--- src/common/bsfu_defs.svh ---
// constants of the bit, shift and flag execution unit
`ifndef BSFU_DEFS_SVH
`define BSFU_DEFS_SVH

// ----------------------------------------------------------------
// status register bit positions
// ----------------------------------------------------------------
`define BSFU_FLAG_C        3'h0
`define BSFU_FLAG_Z        3'h1
`define BSFU_FLAG_N        3'h2
`define BSFU_FLAG_V        3'h3
`define BSFU_FLAG_S        3'h4
`define BSFU_FLAG_H        3'h5
`define BSFU_FLAG_T        3'h6
`define BSFU_FLAG_I        3'h7

// ----------------------------------------------------------------
// reset values and timing
// ----------------------------------------------------------------
`define BSFU_STATUS_RESET  8'h00
`define BSFU_IO_CYCLES     2
`define BSFU_ALU_CYCLES    1

`endif

--- src/common/bsfu_pkg.sv ---
// types of the bit, shift and flag execution unit
package bsfu_pkg;

    // ------------------------------------------------------------
    // operation codes presented by the decoder
    // ------------------------------------------------------------
    typedef enum logic [4:0] {
        io_bit_clear_op         = 5'h00,
        io_bit_set_op           = 5'h01,
        logical_left_shift_op   = 5'h02,
        logical_right_shift_op  = 5'h03,
        rotate_left_carry_op    = 5'h04,
        rotate_right_carry_op   = 5'h05,
        arith_right_shift_op    = 5'h06,
        nibble_swap_op          = 5'h07,
        flag_set_generic_op     = 5'h08,
        flag_clear_generic_op   = 5'h09,
        bit_to_transfer_flag_op = 5'h0a,
        transfer_flag_to_bit_op = 5'h0b,
        carry_set_op            = 5'h0c,
        carry_clear_op          = 5'h0d,
        irq_enable_op           = 5'h0e,
        irq_disable_op          = 5'h0f,
        signed_flag_set_op      = 5'h10,
        signed_flag_clear_op    = 5'h11,
        overflow_set_op         = 5'h12,
        overflow_clear_op       = 5'h13,
        negative_set_op         = 5'h14,
        negative_clear_op       = 5'h15,
        zero_flag_set_op        = 5'h16,
        zero_flag_clear_op      = 5'h17,
        transfer_flag_set_op    = 5'h18,
        transfer_flag_clear_op  = 5'h19
    } bsfu_op_t;

    // ------------------------------------------------------------
    // sequencer states
    // ------------------------------------------------------------
    typedef enum logic [1:0] {
        st_idle    = 2'b01,
        st_io_read = 2'b10
    } bsfu_state_t;

endpackage

--- src/bsfu_bit_put.sv ---
// writes one bit of a word at a chosen index
`timescale 1ns/10ps
`default_nettype none

module bsfu_bit_put #(
    parameter int W = 8
) (
    // word in
    input  wire logic [W-1:0]         data_in,
    input  wire logic [$clog2(W)-1:0] index,
    input  wire logic                 value,
    // word out
    output logic      [W-1:0]         data_out
);

    always_comb begin
        data_out        = data_in;
        data_out[index] = value;
    end

endmodule // bsfu_bit_put

`default_nettype wire

--- src/bsfu_shifter.sv ---
// one-place shifts, rotates through carry and their flags
`timescale 1ns/10ps
`default_nettype none

module bsfu_shifter (
    // operand
    input  wire bsfu_pkg::bsfu_op_t op_code,
    input  wire logic [7:0]         data_in,
    input  wire logic               carry_in,
    // result and flags
    output logic      [7:0]         result,
    output logic                    carry_out,
    output logic                    zero_out,
    output logic                    negative_out,
    output logic                    overflow_out
);

    always_comb begin
        result    = data_in;
        carry_out = carry_in;
        unique case (op_code)
            bsfu_pkg::logical_left_shift_op: begin
                result    = {data_in[6:0], 1'b0};
                carry_out = data_in[7];
            end
            bsfu_pkg::logical_right_shift_op: begin
                result    = {1'b0, data_in[7:1]};
                carry_out = data_in[0];
            end
            bsfu_pkg::rotate_left_carry_op: begin
                result    = {data_in[6:0], carry_in};
                carry_out = data_in[7];
            end
            bsfu_pkg::rotate_right_carry_op: begin
                result    = {carry_in, data_in[7:1]};
                carry_out = data_in[0];
            end
            bsfu_pkg::arith_right_shift_op: begin
                // sign bit stays put
                result    = {data_in[7], data_in[7:1]};
                carry_out = data_in[0];
            end
            default: begin
                result    = data_in;
                carry_out = carry_in;
            end
        endcase
        zero_out     = (result == 8'h00);
        negative_out = result[7];
        // overflow after a shift is n xor c, which is the sign change for the left shift and left rotate only
        overflow_out = result[7] ^ carry_out;
    end

endmodule // bsfu_shifter

`default_nettype wire

--- src/bsfu_top.sv ---
// bit, shift and flag execution unit of the 8-bit core
// ----------------------------------------------------------------
// Function
// - io bit clear zeroes one bit of an io register, no flags, two cycles
// - io bit set forces one bit of an io register high, no flags, two cycles
// - logical left shift, zero into bit 0, updates z c n v, one cycle
// - logical right shift, zero into bit 7, updates z c n v, one cycle
// - rotate left through carry: old carry to bit 0, bit 7 to carry
// - rotate right through carry: old carry to bit 7, bit 0 to carry
// - arithmetic right shift keeps sign bit, updates z c n v
// - nibble swap exchanges halves, flags untouched, one cycle
// - generic flag set or clear writes the selected status bit only
// - bit store copies selected source bit into transfer flag only
// - bit load copies transfer flag into selected destination bit
// - carry set and clear write the carry flag only, one cycle
// - irq enable and disable write the interrupt enable flag only
// - signed flag set and clear write the signed flag only
// - overflow set and clear write the overflow flag only
// ----------------------------------------------------------------
`timescale 1ns/10ps
`default_nettype none
`include "bsfu_defs.svh"

module bsfu_top (
    // clock and reset
    input  wire logic               clock,
    input  wire logic               reset,
    // instruction from the decoder
    input  wire logic               op_valid,
    input  wire bsfu_pkg::bsfu_op_t op_code,
    input  wire logic [2:0]         op_bit,
    input  wire logic [5:0]         op_io_addr,
    input  wire logic [7:0]         dst_data,
    input  wire logic [7:0]         source_register,
    output logic                    op_ready_ff,
    output logic                    done_ff,
    // working register write back
    output logic                    rf_wr_en_ff,
    output logic [7:0]              rf_wr_data_ff,
    // io space
    output logic                    io_rd_en_ff,
    output logic                    io_wr_en_ff,
    output logic [5:0]              io_addr_ff,
    output logic [7:0]              io_wr_data_ff,
    input  wire logic [7:0]         io_rd_data,
    // status
    output logic [7:0]              status_register_ff
);

    // ------------------------------------------------------------
    // decode
    // ------------------------------------------------------------
    bsfu_pkg::bsfu_state_t state_ff;
    logic                  accept;
    logic                  is_shift;
    logic                  io_set_ff;
    logic [2:0]            io_bit_ff;
    logic                  flag_wr;
    logic [2:0]            flag_idx;
    logic                  flag_val;
    logic [7:0]            flag_result;
    logic [7:0]            bld_result;
    logic [7:0]            io_result;
    logic [7:0]            sh_result;
    logic                  sh_c;
    logic                  sh_z;
    logic                  sh_n;
    logic                  sh_v;

    assign accept   = op_valid && op_ready_ff;
    assign is_shift = op_code inside {bsfu_pkg::logical_left_shift_op,
                                      bsfu_pkg::logical_right_shift_op,
                                      bsfu_pkg::rotate_left_carry_op,
                                      bsfu_pkg::rotate_right_carry_op,
                                      bsfu_pkg::arith_right_shift_op};

    // dedicated flag ops are folded onto the generic write of one bit
    always_comb begin
        flag_wr  = 1'b1;
        flag_idx = op_bit;
        flag_val = 1'b1;
        unique case (op_code)
            bsfu_pkg::flag_set_generic_op:     flag_val = 1'b1;
            bsfu_pkg::flag_clear_generic_op:   flag_val = 1'b0;
            bsfu_pkg::bit_to_transfer_flag_op: begin
                flag_idx = `BSFU_FLAG_T;
                flag_val = source_register[op_bit];
            end
            bsfu_pkg::carry_set_op:            flag_idx = `BSFU_FLAG_C;
            bsfu_pkg::carry_clear_op: begin
                flag_idx = `BSFU_FLAG_C;
                flag_val = 1'b0;
            end
            bsfu_pkg::irq_enable_op:           flag_idx = `BSFU_FLAG_I;
            bsfu_pkg::irq_disable_op: begin
                flag_idx = `BSFU_FLAG_I;
                flag_val = 1'b0;
            end
            bsfu_pkg::signed_flag_set_op:      flag_idx = `BSFU_FLAG_S;
            bsfu_pkg::signed_flag_clear_op: begin
                flag_idx = `BSFU_FLAG_S;
                flag_val = 1'b0;
            end
            bsfu_pkg::overflow_set_op:         flag_idx = `BSFU_FLAG_V;
            bsfu_pkg::overflow_clear_op: begin
                flag_idx = `BSFU_FLAG_V;
                flag_val = 1'b0;
            end
            bsfu_pkg::negative_set_op:         flag_idx = `BSFU_FLAG_N;
            bsfu_pkg::negative_clear_op: begin
                flag_idx = `BSFU_FLAG_N;
                flag_val = 1'b0;
            end
            bsfu_pkg::zero_flag_set_op:        flag_idx = `BSFU_FLAG_Z;
            bsfu_pkg::zero_flag_clear_op: begin
                flag_idx = `BSFU_FLAG_Z;
                flag_val = 1'b0;
            end
            bsfu_pkg::transfer_flag_set_op:    flag_idx = `BSFU_FLAG_T;
            bsfu_pkg::transfer_flag_clear_op: begin
                flag_idx = `BSFU_FLAG_T;
                flag_val = 1'b0;
            end
            default:                           flag_wr  = 1'b0;
        endcase
    end

    // ------------------------------------------------------------
    // datapath pieces
    // ------------------------------------------------------------
    bsfu_shifter u_shifter (
        .op_code      (op_code),
        .data_in      (dst_data),
        .carry_in     (status_register_ff[`BSFU_FLAG_C]),
        .result       (sh_result),
        .carry_out    (sh_c),
        .zero_out     (sh_z),
        .negative_out (sh_n),
        .overflow_out (sh_v)
    );

    bsfu_bit_put #(.W(8)) u_flag_put (
        .data_in  (status_register_ff),
        .index    (flag_idx),
        .value    (flag_val),
        .data_out (flag_result)
    );

    bsfu_bit_put #(.W(8)) u_bld_put (
        .data_in  (dst_data),
        .index    (op_bit),
        .value    (status_register_ff[`BSFU_FLAG_T]),
        .data_out (bld_result)
    );

    bsfu_bit_put #(.W(8)) u_io_put (
        .data_in  (io_rd_data),
        .index    (io_bit_ff),
        .value    (io_set_ff),
        .data_out (io_result)
    );

    // ------------------------------------------------------------
    // io read-modify-write sequencer
    // ------------------------------------------------------------
    // the io space answers io_rd_data in the cycle io_rd_en_ff is high;
    // the decoder is held off for that cycle via op_ready_ff
    always_ff @(posedge clock) begin
        if (reset) begin
            state_ff    <= bsfu_pkg::st_idle;
            op_ready_ff <= 1'b1;
            io_rd_en_ff <= 1'b0;
            io_wr_en_ff <= 1'b0;
            io_addr_ff  <= 6'h00;
            io_set_ff   <= 1'b0;
            io_bit_ff   <= 3'h0;
        end else begin
            io_rd_en_ff <= 1'b0;
            io_wr_en_ff <= 1'b0;
            unique case (state_ff)
                bsfu_pkg::st_idle: begin
                    if (accept && (op_code == bsfu_pkg::io_bit_clear_op ||
                                   op_code == bsfu_pkg::io_bit_set_op)) begin
                        state_ff    <= bsfu_pkg::st_io_read;
                        op_ready_ff <= 1'b0;
                        io_rd_en_ff <= 1'b1;
                        io_addr_ff  <= op_io_addr;
                        io_set_ff   <= (op_code == bsfu_pkg::io_bit_set_op);
                        io_bit_ff   <= op_bit;
                    end
                end
                bsfu_pkg::st_io_read: begin
                    state_ff    <= bsfu_pkg::st_idle;
                    op_ready_ff <= 1'b1;
                    io_wr_en_ff <= 1'b1;
                end
            endcase
        end
    end

    always_ff @(posedge clock) begin
        if (reset) begin
            io_wr_data_ff <= 8'h00;
        end else if (state_ff == bsfu_pkg::st_io_read) begin
            io_wr_data_ff <= io_result;
        end
    end

    // ------------------------------------------------------------
    // working register write back
    // ------------------------------------------------------------
    always_ff @(posedge clock) begin
        if (reset) begin
            rf_wr_en_ff   <= 1'b0;
            rf_wr_data_ff <= 8'h00;
        end else begin
            rf_wr_en_ff <= 1'b0;
            if (accept && is_shift) begin
                rf_wr_en_ff   <= 1'b1;
                rf_wr_data_ff <= sh_result;
            end else if (accept && op_code == bsfu_pkg::nibble_swap_op) begin
                rf_wr_en_ff   <= 1'b1;
                rf_wr_data_ff <= {dst_data[3:0], dst_data[7:4]};
            end else if (accept && op_code == bsfu_pkg::transfer_flag_to_bit_op) begin
                rf_wr_en_ff   <= 1'b1;
                rf_wr_data_ff <= bld_result;
            end
        end
    end

    // ------------------------------------------------------------
    // status register
    // ------------------------------------------------------------
    always_ff @(posedge clock) begin
        if (reset) begin
            status_register_ff <= `BSFU_STATUS_RESET;
        end else if (accept && is_shift) begin
            status_register_ff[`BSFU_FLAG_C] <= sh_c;
            status_register_ff[`BSFU_FLAG_Z] <= sh_z;
            status_register_ff[`BSFU_FLAG_N] <= sh_n;
            status_register_ff[`BSFU_FLAG_V] <= sh_v;
        end else if (accept && flag_wr) begin
            status_register_ff <= flag_result;
        end
    end

    // completion strobe: one cycle after a single-cycle op, or the io write
    always_ff @(posedge clock) begin
        if (reset) begin
            done_ff <= 1'b0;
        end else begin
            done_ff <= (accept && state_ff == bsfu_pkg::st_idle &&
                        op_code != bsfu_pkg::io_bit_clear_op &&
                        op_code != bsfu_pkg::io_bit_set_op) ||
                       state_ff == bsfu_pkg::st_io_read;
        end
    end
endmodule // bsfu_top

`default_nettype wire

--- config.mk ---
export PLATFORM = sky130hd
export DESIGN_NAME = bsfu_top
export DESIGN_NICKNAME = d
export VERILOG_FILES = /design/src/common/bsfu_pkg.sv /design/src/bsfu_bit_put.sv /design/src/bsfu_shifter.sv /design/src/bsfu_top.sv
export VERILOG_INCLUDE_DIRS = /design/src /design/src/common
export SDC_FILE = /design/constraint.sdc
export NUM_CORES = 1
export LEC_CHECK = 0
export BUFFER_PORTS_ARGS = -buffer_cell sky130_fd_sc_hd__buf_2
export CAP_MARGIN = 30
export CORE_ASPECT_RATIO = 2
export CORE_UTILIZATION = 35
export CTS_CLUSTER_SIZE = 10
export DETAILED_ROUTE_END_ITERATION = 8
export GPL_ROUTABILITY_DRIVEN = 0
export PLACE_DENSITY = 0.67
export SLEW_MARGIN = 20
export SYNTH_ARGS = -nofsm -noshare
export SYNTH_HDL_FRONTEND = slang
export SYNTH_HIERARCHICAL = 1
export SYNTH_SLANG_ARGS = --single-unit
--- constraint.sdc ---
create_clock -name clock -period 4.6 [get_ports clock]
set_clock_uncertainty 0.1 [all_clocks]
set_input_delay 0.69 -clock clock [delete_from_list [all_inputs] [get_ports clock]]
set_output_delay 0.69 -clock clock [all_outputs]
set_load 0.02 [all_outputs]
* Word-level counts from Yosys, hierarchy flattened
Cells that the tools add are included.
** Word-level totals
- Bits in registers :: 41
- Output and inout bits :: 35
- Logic and storage cells :: 115
** Cells by class
- Magnitude comparators :: 6
- Equality and inequality tests :: 29
- Muxes and demuxes :: 30
- Bitwise operators :: 3
- Reductions and logical operators :: 34
** Operator list (number)
- $eq 5x5->1 const B :: 10
- $eq 5x4->1 const B :: 8
- $pmux 8 s5 :: 1
- $bwmux 8 :: 3
- $mux 8 :: 3
- $pmux 3 s7 :: 1
- $eq 5x3->1 const B :: 4
- $reduce_or 17->1 :: 1
- $reduce_or 2->1 :: 8
- $logic_and 1x1->1 :: 12
- $lt 3x4->1 const B :: 3
- $mux 1 :: 11
- $eq 5x2->1 const B :: 2
- $reduce_bool 5->1 :: 2
- $demux 1 s3 :: 3
- $ge 3x1->1 const B :: 3
- $logic_not 8->1 :: 1
- $mux 4 :: 2
- $reduce_or 8->1 :: 1
- $pmux 1 s2 :: 3
- $reduce_or 3->1 :: 2
- $eq 5x1->1 const B :: 1
- $logic_not 5->1 :: 1
- $ne 5x1->1 const B :: 1
- 12 further kinds :: 15

* Depth between registers and ports, before layout
Gate-level depths: netlist of the first run.
- Word-level depth :: 10
- Mapped depth :: 9
- Mapped depth without buffers :: 8

* By module
Netlist of the first run, hierarchy kept.
** Modules (own cells, without submodules)
- bsfu_top :: instances 1, cells an instance 235, area an instance 2055.7 um2
- bsfu_bit_put :: instances 3, cells an instance 16, area an instance 145.1 um2
- bsfu_shifter :: instances 1, cells an instance 43, area an instance 359.1 um2

* Least setup slack after synthesis of the first run
No wires, ideal clock.
- Path type :: input -> register
- From :: in op_code[1]
- To :: reg status_register_ff[1]
- Library setup time :: 138 ps
- Data arrival time :: 2385 ps
- Data required time :: 4362 ps
- Slack :: 1977 ps
- Stages on the path :: 9
- Buffers on the path :: 1
- Cells stage by stage :: buf_2 > nor2b_1 > and2b_1 > o31ai_1 > o221ai_1 > nor3b_1 > mux2_2 > nand3_1 > a311oi_2
** On the way
- Cells in the longest elaborated chain, start to end :: 10
- Elaborated cells on any way between the ends :: 48
- Classes of those cells :: order compare: 2; eq/ne: 22; mux: 9; reduce/logical: 15
** Ends and longest elaborated chain
- start: declaration :: RTL line bsfu_top.sv:30 : input wire bsfu_pkg::bsfu_op_t op_code,
- $eq 5x5->1 / $eq 5x4->1 (equally long branches) :: RTL line bsfu_top.sv:82 : unique case (op_code)
- $reduce_or 3->1 (no source line) / $reduce_or 2->1 (equally long branches)
- $pmux 3 s7 * :: RTL line bsfu_top.sv:82
- via flag_idx[1] :: RTL line bsfu_top.sv:59 : logic [2:0] flag_idx;
- $lt 3x4->1 (implied by the code) / $ge 3x1->1 (equally long branches) :: RTL line bsfu_bit_put.sv:18 : data_out[index] = value;
- $logic_and 1x1->1 (implied by the code) :: RTL line bsfu_bit_put.sv:18
- $mux 1 (implied by the code) :: RTL line bsfu_bit_put.sv:18
- $demux 1 s3 *
- $bwmux 8 * :: RTL line bsfu_bit_put.sv:18
- via flag_result[1] :: RTL line bsfu_top.sv:61 : logic [7:0] flag_result;
- $mux 4 * :: RTL line bsfu_top.sv:242 : end else if (accept && flag_wr) begin
- $mux 4 * :: RTL line bsfu_top.sv:237 : end else if (accept && is_shift) begin
- end signal: assignment :: RTL line bsfu_top.sv:236 : status_register_ff <= `BSFU_STATUS_RESET;
- end signal: indexed assignment :: RTL line bsfu_top.sv:239 : status_register_ff[`BSFU_FLAG_Z] <= sh_z;
- end signal: assignment :: RTL line bsfu_top.sv:243 : status_register_ff <= flag_result;
- end: declaration :: RTL line bsfu_top.sv:47 : output logic [7:0] status_register_ff
The timed path passes the listed nets; every way through them passes the cells marked *. The select of a mux whose other input is x is not followed.
A chain may end at the register's enable or synchronous reset.

* Worst setup path in the final report of the first run
- From :: in op_code[1]
- To :: reg status_register_ff[2]
Same word-level chain as after synthesis.

==> metrics, run 1 <==
outcome=complete, no violations; antenna-violating nets left=0; Fin. Hold Viols=0; vias in the first global route=2646; synth-to-layout area growth=17.8%; Syn Area/Cell=8.74 sq um; total number of vias=2725; DR vias/cell=5.63; first-pass GRT wire length=12800 um; Critical Path Fanout Max=20; synth unique cells=61; Reg area=801 sq um; # diodes=0; post-route setup TNS=0 ns; WHS Path Cells=2; Die H=130 um; Boundary Pins=76; PostCTS Resize Cnt=0; Final min period=2.81 ns; total die area=0.00853 sq mm; initial core utilization=36.1%; WL final=7940 um; pre-CTS setup slack=1.51 ns; Syn Nets=367; Final setup viols=0; fraction of registers with async set/reset=0%; Overall Global Routing Usage=19.7%; P_leak=1.36 nW; CTS tree=done; R2R depth=4; Synth Cell Area=0.00285 sq mm; CTS Hold Bufs=0; Hold Crit Class=reg2reg; area occupied by multi-input gates=0.00188 sq mm; Synth area leaders=dfxtp_1 28%, mux2_2 8.7%, nand3_1 4.6%, mux2i_1 3.9%, o21ai_0 3.7%; Final WS setup=1.79 ns; row count=46; crit start category=input port; commonest cells in the netlist=40 x dfxtp_1, 27 x nor2_1, 26 x nand3_1; initial antenna violation count=0; top_reg_cell synth=dfxtp_1; Max Transition Viols Final=0; post-route cell area=0.00336 sq mm; largest family of logic cells by synthesized area=simple AND/OR/NAND/NOR gates; sequential area share after synthesis=28.1%; Pwr Density=280 mW/mm^2; mux share of post-synthesis cell area=14.9%; fin crit share=61.0%; H-Tree Level Count=2; CP Cell Sequence=buf_2 > nor2b_1 > a21oi_1 > o221ai_1 > nor3b_1 > mux2_2 > nand3_1 > a311oi_2; worst-skew pair later-pin latency=0.29 ns; Max Freq=356 MHz; synth warn=6; Adder-Cell Fraction of Synth Area=0%; 1st-pass router iterations=4; Layout Nets=428; Yosys reg bits=40; Synth Area in Compound Gates=19.7%; Post-synth EDFFs=0; worst slew pin tran=0.741 ns; DRC violations left=0; CP Data Arrival Time=2.84 ns; Setup crit start=op_code[1]; RR Endpoint=rf_wr_data_ff[0]; RSZ-0062 raised after global routing=no; crit path max-delay cell type=o221ai_1; area leader, netlist=dfxtp_1; Yosys top cell area share=28.1%; fraction of layout cells with a size suffix above 1=31.4%; largest net degree at the start of global routing=33; Slew headroom=50.1%; Core Area=0.00789 sq mm; GRT overflow=0; fillers=822; IO buf count=75; Initial DRC Count=121; Die X=65.8 um; cell with the most instances after synthesis=dfxtp_1; clk sink count=40; reg2reg setup slack=2.39 ns; Setup crit end kind=flip-flop; CP endpoint=status_register_ff[2]; VDD IR-drop max=133 uV; CTS max path bufs=2; Synth Area in Simple Gates=29.3%; Post-Synth XOR/XNOR Area=1.89%; Worst EP required=4.63 ns; crit path kind=in2reg; Post-Syn Instances=326; Placed Area=0.00320 sq mm; clock transition at the registers of the reported paths=0.06 ns; Num CTS Buffers=5; slowest cell delay on critical path=0.53 ns; routed length per instance=16.4 um; post-detail-place hpwl=6000 um; Maximum Capacitance Violations=0; FF-to-FF Start=state_ff[0]; clock root cell=clkbuf_16; Setup Fix Bufs, Post-CTS=0
per-stage QoR:
step / std cells / hold slack (ns) / total power, mW / util [%]
6_report: 484 / 0.352 / 0.939 / 42.6
5_1_grt: 484 / 0.381 / 0.982 / 42.6
4_1_cts: 483 / 0.355 / 0.949 / 42.5
3_5_place_dp: 475 / 0.346 / 0.589 / 40.5
3_3_place_gp: 475 / 0.340 / 0.585 / 40.5
2_1_floorplan: 326 / 0.392 / 0.525 / -
how the worst min path moves through the flow:
| stage | from | endpoint |
|---|---|---|
| floorplan | state_ff[1] | io_rd_en_ff |
| global placement | io_wr_data_ff[1] | io_wr_data_ff[1] |
| detailed placement | io_wr_data_ff[6] | io_wr_data_ff[6] |
| CTS | io_wr_data_ff[6] | io_wr_data_ff[6] |
| global route | io_wr_data_ff[1] | io_wr_data_ff[1] |
| finish | io_wr_data_ff[4] | io_wr_data_ff[4] |
metal layers:
| layer | track usage [%] | part of all wire, % | vias to the layer above |
|---|---|---|---|
| li1 | - | - | 1345 |
| met1 | 19.6 | 36 | 1276 |
| met2 | 36.6 | 56 | 78 |
| met3 | 2.73 | 3.4 | 26 |
| met4 | 12.5 | 4.5 | 0 |
| met5 | 0 | 0 | - |
final cells by class:
| type | instances | area share [%] |
|---|---|---|
| Multi-Input combinational cell | 258 | 55.9 |
| Inverter | 6 | 0.671 |
| Timing Repair Buffer | 76 | 11.4 |
| Clock inverter | 2 | 0.447 |
| Tap cell | 96 | 3.58 |
| Sequential cell | 40 | 23.9 |
| Clock buffer | 6 | 4.14 |
critical path, delay by kind of cell:
kind                   cells  cell delay (ns)
multiplexers               1             0.36
AO/OA/AOI/OAI              3             0.73
AND/OR/NAND/NOR            3             0.70
buffers and inverters      1             0.36
state kept, by name, indices dropped and copies added (netlist names):
signal,cells
io_wr_data_ff,8
io_rd_en_ff,1
io_addr_ff,6
rf_wr_en_ff,1
state_ff,2
io_wr_en_ff,1
status_register_ff,8
io_set_ff,1
io_bit_ff,3
rf_wr_data_ff,8
done_ff,1
where the power goes:
part	leakage, nW	internal (mW)	switching [mW]	total [mW]
Sequential	0.324	0.359	0.0107	0.370
Combinational	0.970	0.0876	0.125	0.212
Clock	0.0691	0.216	0.142	0.357
placed cells by master (no fill, tap or decap), types with 3 or more instances in the layout:
| cell | synthesis | routed |
|---|---|---|
| dfxtp_1 | 40 | 40 |
| a222oi_1 | 3 | 3 |
| a32o_1 | 8 | 8 |
| o21ai_0 | 21 | 21 |
| nand3b_1 | 11 | 11 |
| nand3_1 | 26 | 26 |
| and3_1 | 6 | 6 |
| mux2_2 | 22 | 22 |
| a221o_1 | 5 | 5 |
| nand2b_1 | 4 | 4 |
| inv_1 | 6 | 6 |
| nor2_1 | 27 | 27 |
| nor4_1 | 4 | 4 |
| nor3b_1 | 9 | 9 |
| nor2b_1 | 5 | 5 |
| nor3_1 | 6 | 6 |
| a21oi_1 | 16 | 16 |
| a311oi_2 | 4 | 4 |
| clkbuf_16 | 0 | 5 |
| nand2_1 | 20 | 20 |
| mux2i_1 | 11 | 11 |
| or2b_1 | 8 | 8 |
| buf_2 | 5 | 75 |
cell families (layout without fill, tap and decap cells):
group,count (synthesis),in the layout
and+or+nand+nor,144,144
buffers and inverters,28,90
AOI/OAI and AO/OA,73,73
muxes,37,37
DFF,40,40
xor gates and xnor gates,4,4
(Power assumes the default switching activity.)
==> run 2, diff against run 1 <==
- ABC_AREA: unset -> 1
- PLACE_DENSITY: 0.67 -> 0.69
- clock period: 4.6 -> 2.4 ns (I/O delays scaled with it)
==> metrics, run 2 <==
outcome=complete, no violations; pre-CTS setup slack=0.0308 ns (-1.48 ns); IO buf count=75 (unchanged); CP endpoint=status_register_ff[0]; Initial DRC Count=177 (+46%); Post-Syn Instances=493 (+51%); Syn Area/Cell=6.16 sq um (-30%); clock transition at the registers of the reported paths=0.06 ns (about the same); Num CTS Buffers=5 (unchanged); 1st-pass router iterations=4 (unchanged); initial antenna violation count=0 (unchanged); crit path max-delay cell type=nor3_1; total number of vias=3396 (+25%); Max Transition Viols Final=0 (unchanged); synth-to-layout area growth=20.4%; Final min period=2.13 ns; Worst path depth=15 (+7); Yosys top cell area share=26.4% (-1.7 points); Final WS setup=0.266 ns (-1.53 ns); Setup Fix Bufs, Post-CTS=0 (unchanged); Overall Global Routing Usage=19.7% (about the same); crit path kind=in2reg; area leader, netlist=dfxtp_1; CTS tree=done; fillers=882 (+7.3%); fraction of layout cells with a size suffix above 1=25.6% (-5.9 points); row count=47 (+2.2%); leading registers by flop count=io_wr_data_ff (8), rf_wr_data_ff (8), status_register_ff (8); Die H=134 um (+3.2%); sequential area share after synthesis=26.4% (-1.7 points); cell with the most instances after synthesis=nand2_1; reg2reg setup slack=0.58 ns (-1.81 ns); Core Area=0.00835 sq mm (+5.9%); Synth area leaders=dfxtp_1 26%, nand2_1 19%, nand3_1 9.4%, nor2_1 7.2%, o21ai_0 4.1%; Worst EP required=2.47 ns (-2.16 ns); R2R depth=8 (+4); FF-to-FF Start=state_ff[0]; total die area=0.00908 sq mm (+6.4%); Pwr Density=513 mW/mm^2 (+83%); DRC violations left=0 (unchanged); post-route setup TNS=0 ns (unchanged); commonest cells in the netlist=151 x nand2_1, 58 x nor2_1, 57 x nand3_1; H-Tree Level Count=2 (unchanged); PostCTS Resize Cnt=0 (unchanged); Slew headroom=49.1% (-0.98 points); Hold WS=0.206 ns (-0.146 ns); largest net degree at the start of global routing=22 (-33%); slowest cell delay on critical path=0.34 ns (-0.19 ns); Boundary Pins=76 (unchanged); GRT overflow=0 (unchanged); clock root cell=clkbuf_16; Setup crit end kind=flip-flop; Top delay family on crit path=simple AND/OR/NAND/NOR gates; CP Cell Sequence=buf_2 > inv_1 > nor2_1 > nand3_1 > nand3_1 > nor3_1 > nand2_1 > o31ai_1 > inv_2 > nand3_1 > nand2_1 > nand2_1 > nand2_1 > a21oi_1 > nor2_1; Yosys reg bits=40 (unchanged); antenna-violating nets left=0 (unchanged); RR Endpoint=rf_wr_data_ff[0]; CP Data Arrival Time=2.21 ns (-0.63 ns); initial core utilization=36.4% (+0.22 points); Fin. Hold Viols=0 (unchanged); worst-skew pair later-pin latency=0.28 ns (about the same); routed length per instance=12.8 um (-22%); Hold Crit Class=in2reg; vias in the first global route=3140 (+19%); Maximum Capacitance Violations=0 (unchanged); CP dominant cell by count=nand2_1; fin crit share=88.9%; Synth Cell Area=0.00304 sq mm (+6.5%); Final setup viols=0 (unchanged); WL final=8590 um (+8.3%); RSZ-0062 raised after global routing=no; Final Core Density=43.8% (+1.2 points); Critical Path Fanout Max=8 (-60%); Die X=67.9 um (+3.1%); Setup crit start=op_code[0]; most frequent cells in the layout=151 x nand2_1, 75 x buf_2, 58 x nor2_1; synth warn=6 (unchanged); Post-synth EDFFs=0 (unchanged); post-detail-place hpwl=6960 um (+16%); VDD IR-drop max=217 uV (+63%); Crit path buffers/inverters=3 (+2); Syn Nets=534 (+46%); # diodes=0 (unchanged); most common cell after layout, fill and taps aside=nand2_1; clk sink count=40 (unchanged); fraction of registers with async set/reset=0% (unchanged); Layout Nets=612 (+43%); DR vias/cell=5.08 (-9.8%); P_leak=1.90 nW (+39%); CTS Hold Bufs=0 (unchanged); area occupied by multi-input gates=0.00188 sq mm (about the same); top_reg_cell synth=dfxtp_1; worst slew pin tran=0.757 ns (+0.0161 ns); Reg area=801 sq um (unchanged); Max Freq=469 MHz; synth unique cells=30 (-51%); first-pass GRT wire length=13900 um (+8.7%); crit start category=input port; CTS max path bufs=2 (unchanged)
[run 2: changes by cell type after synthesis, moves of 11 or more]
cell and delta:
nand3b_1 -11, inv_2 +15, inv_1 +25, mux2_2 -22, nor2_1 +31, nand4_1 +18
nand2_1 +131, nand3_1 +31, mux2i_1 -11
[run 2: cell families after synthesis]
group                  Yosys count  synth area share, %
AND/OR/NAND/NOR                315                 48.9
buffers and inverters           71                 11.8
AO/OA/AOI/OAI                   65                 12.4
flip-flops                      40                 26.4
XOR/XNOR                         2                0.577
[run 2: worst min-delay path: stages]
cell and delay, ns:
buf_2 0.08, nor2_1 0.04, nor2_1 0.08
[run 2: stage by stage]
step           power (mW)  cells  instance area (sq um)
5_1_grt              1.98    669                   3660
3_5_place_dp         1.25    662                   3520
3_3_place_gp         1.24    662                   3520
2_1_floorplan        1.09    493                   3040
4_1_cts              1.89    669                   3660
6_report             1.88    669                   3660
[run 2: area by class of cell]
cell class	count	share of cell area (%)
flip-flops and latches	40	21.9
clock inverters	2	0.342
inverters	46	4.72
clock buffers	5	3.42
repair buffers	96	14.9
well taps	98	3.35
multi-input cells	382	51.4
[run 2: power breakdown]
part / leakage [nW] / switching [mW] / internal (mW)
clock: 0.0657 / 0.263 / 0.377
combinational: 1.50 / 0.328 / 0.186
sequential: 0.325 / 0.0270 / 0.696
total: 1.90 / 0.618 / 1.26
[run 2: worst min path at each step]
stage / startpoint / end / slack (ns) / cells past startpoint
after global routing: op_io_addr[1] / io_addr_ff[1] / 0.22 / 3
after CTS: op_io_addr[0] / io_addr_ff[0] / 0.20 / 3
after detailed placement: io_wr_data_ff[3] / io_wr_data_ff[3] / 0.35 / 1
after floorplan: state_ff[1] / done_ff / 0.38 / 2
final: op_io_addr[0] / io_addr_ff[0] / 0.21 / 3
after global placement: io_wr_data_ff[1] / io_wr_data_ff[1] / 0.35 / 1
[run 2: layer usage]
| layer | part of all wire (%) | track usage (%) | routed length, um | vias to the layer above |
|---|---|---|---|---|
| met4 | 3.5 | 9.72 | 303 | 0 |
| met5 | 0 | 0 | 0 | - |
| met1 | 37 | 19.3 | 3140 | 1530 |
| met2 | 56 | 38.1 | 4820 | 85 |
| li1 | - | - | - | 1761 |
| met3 | 3.9 | 1.71 | 333 | 20 |
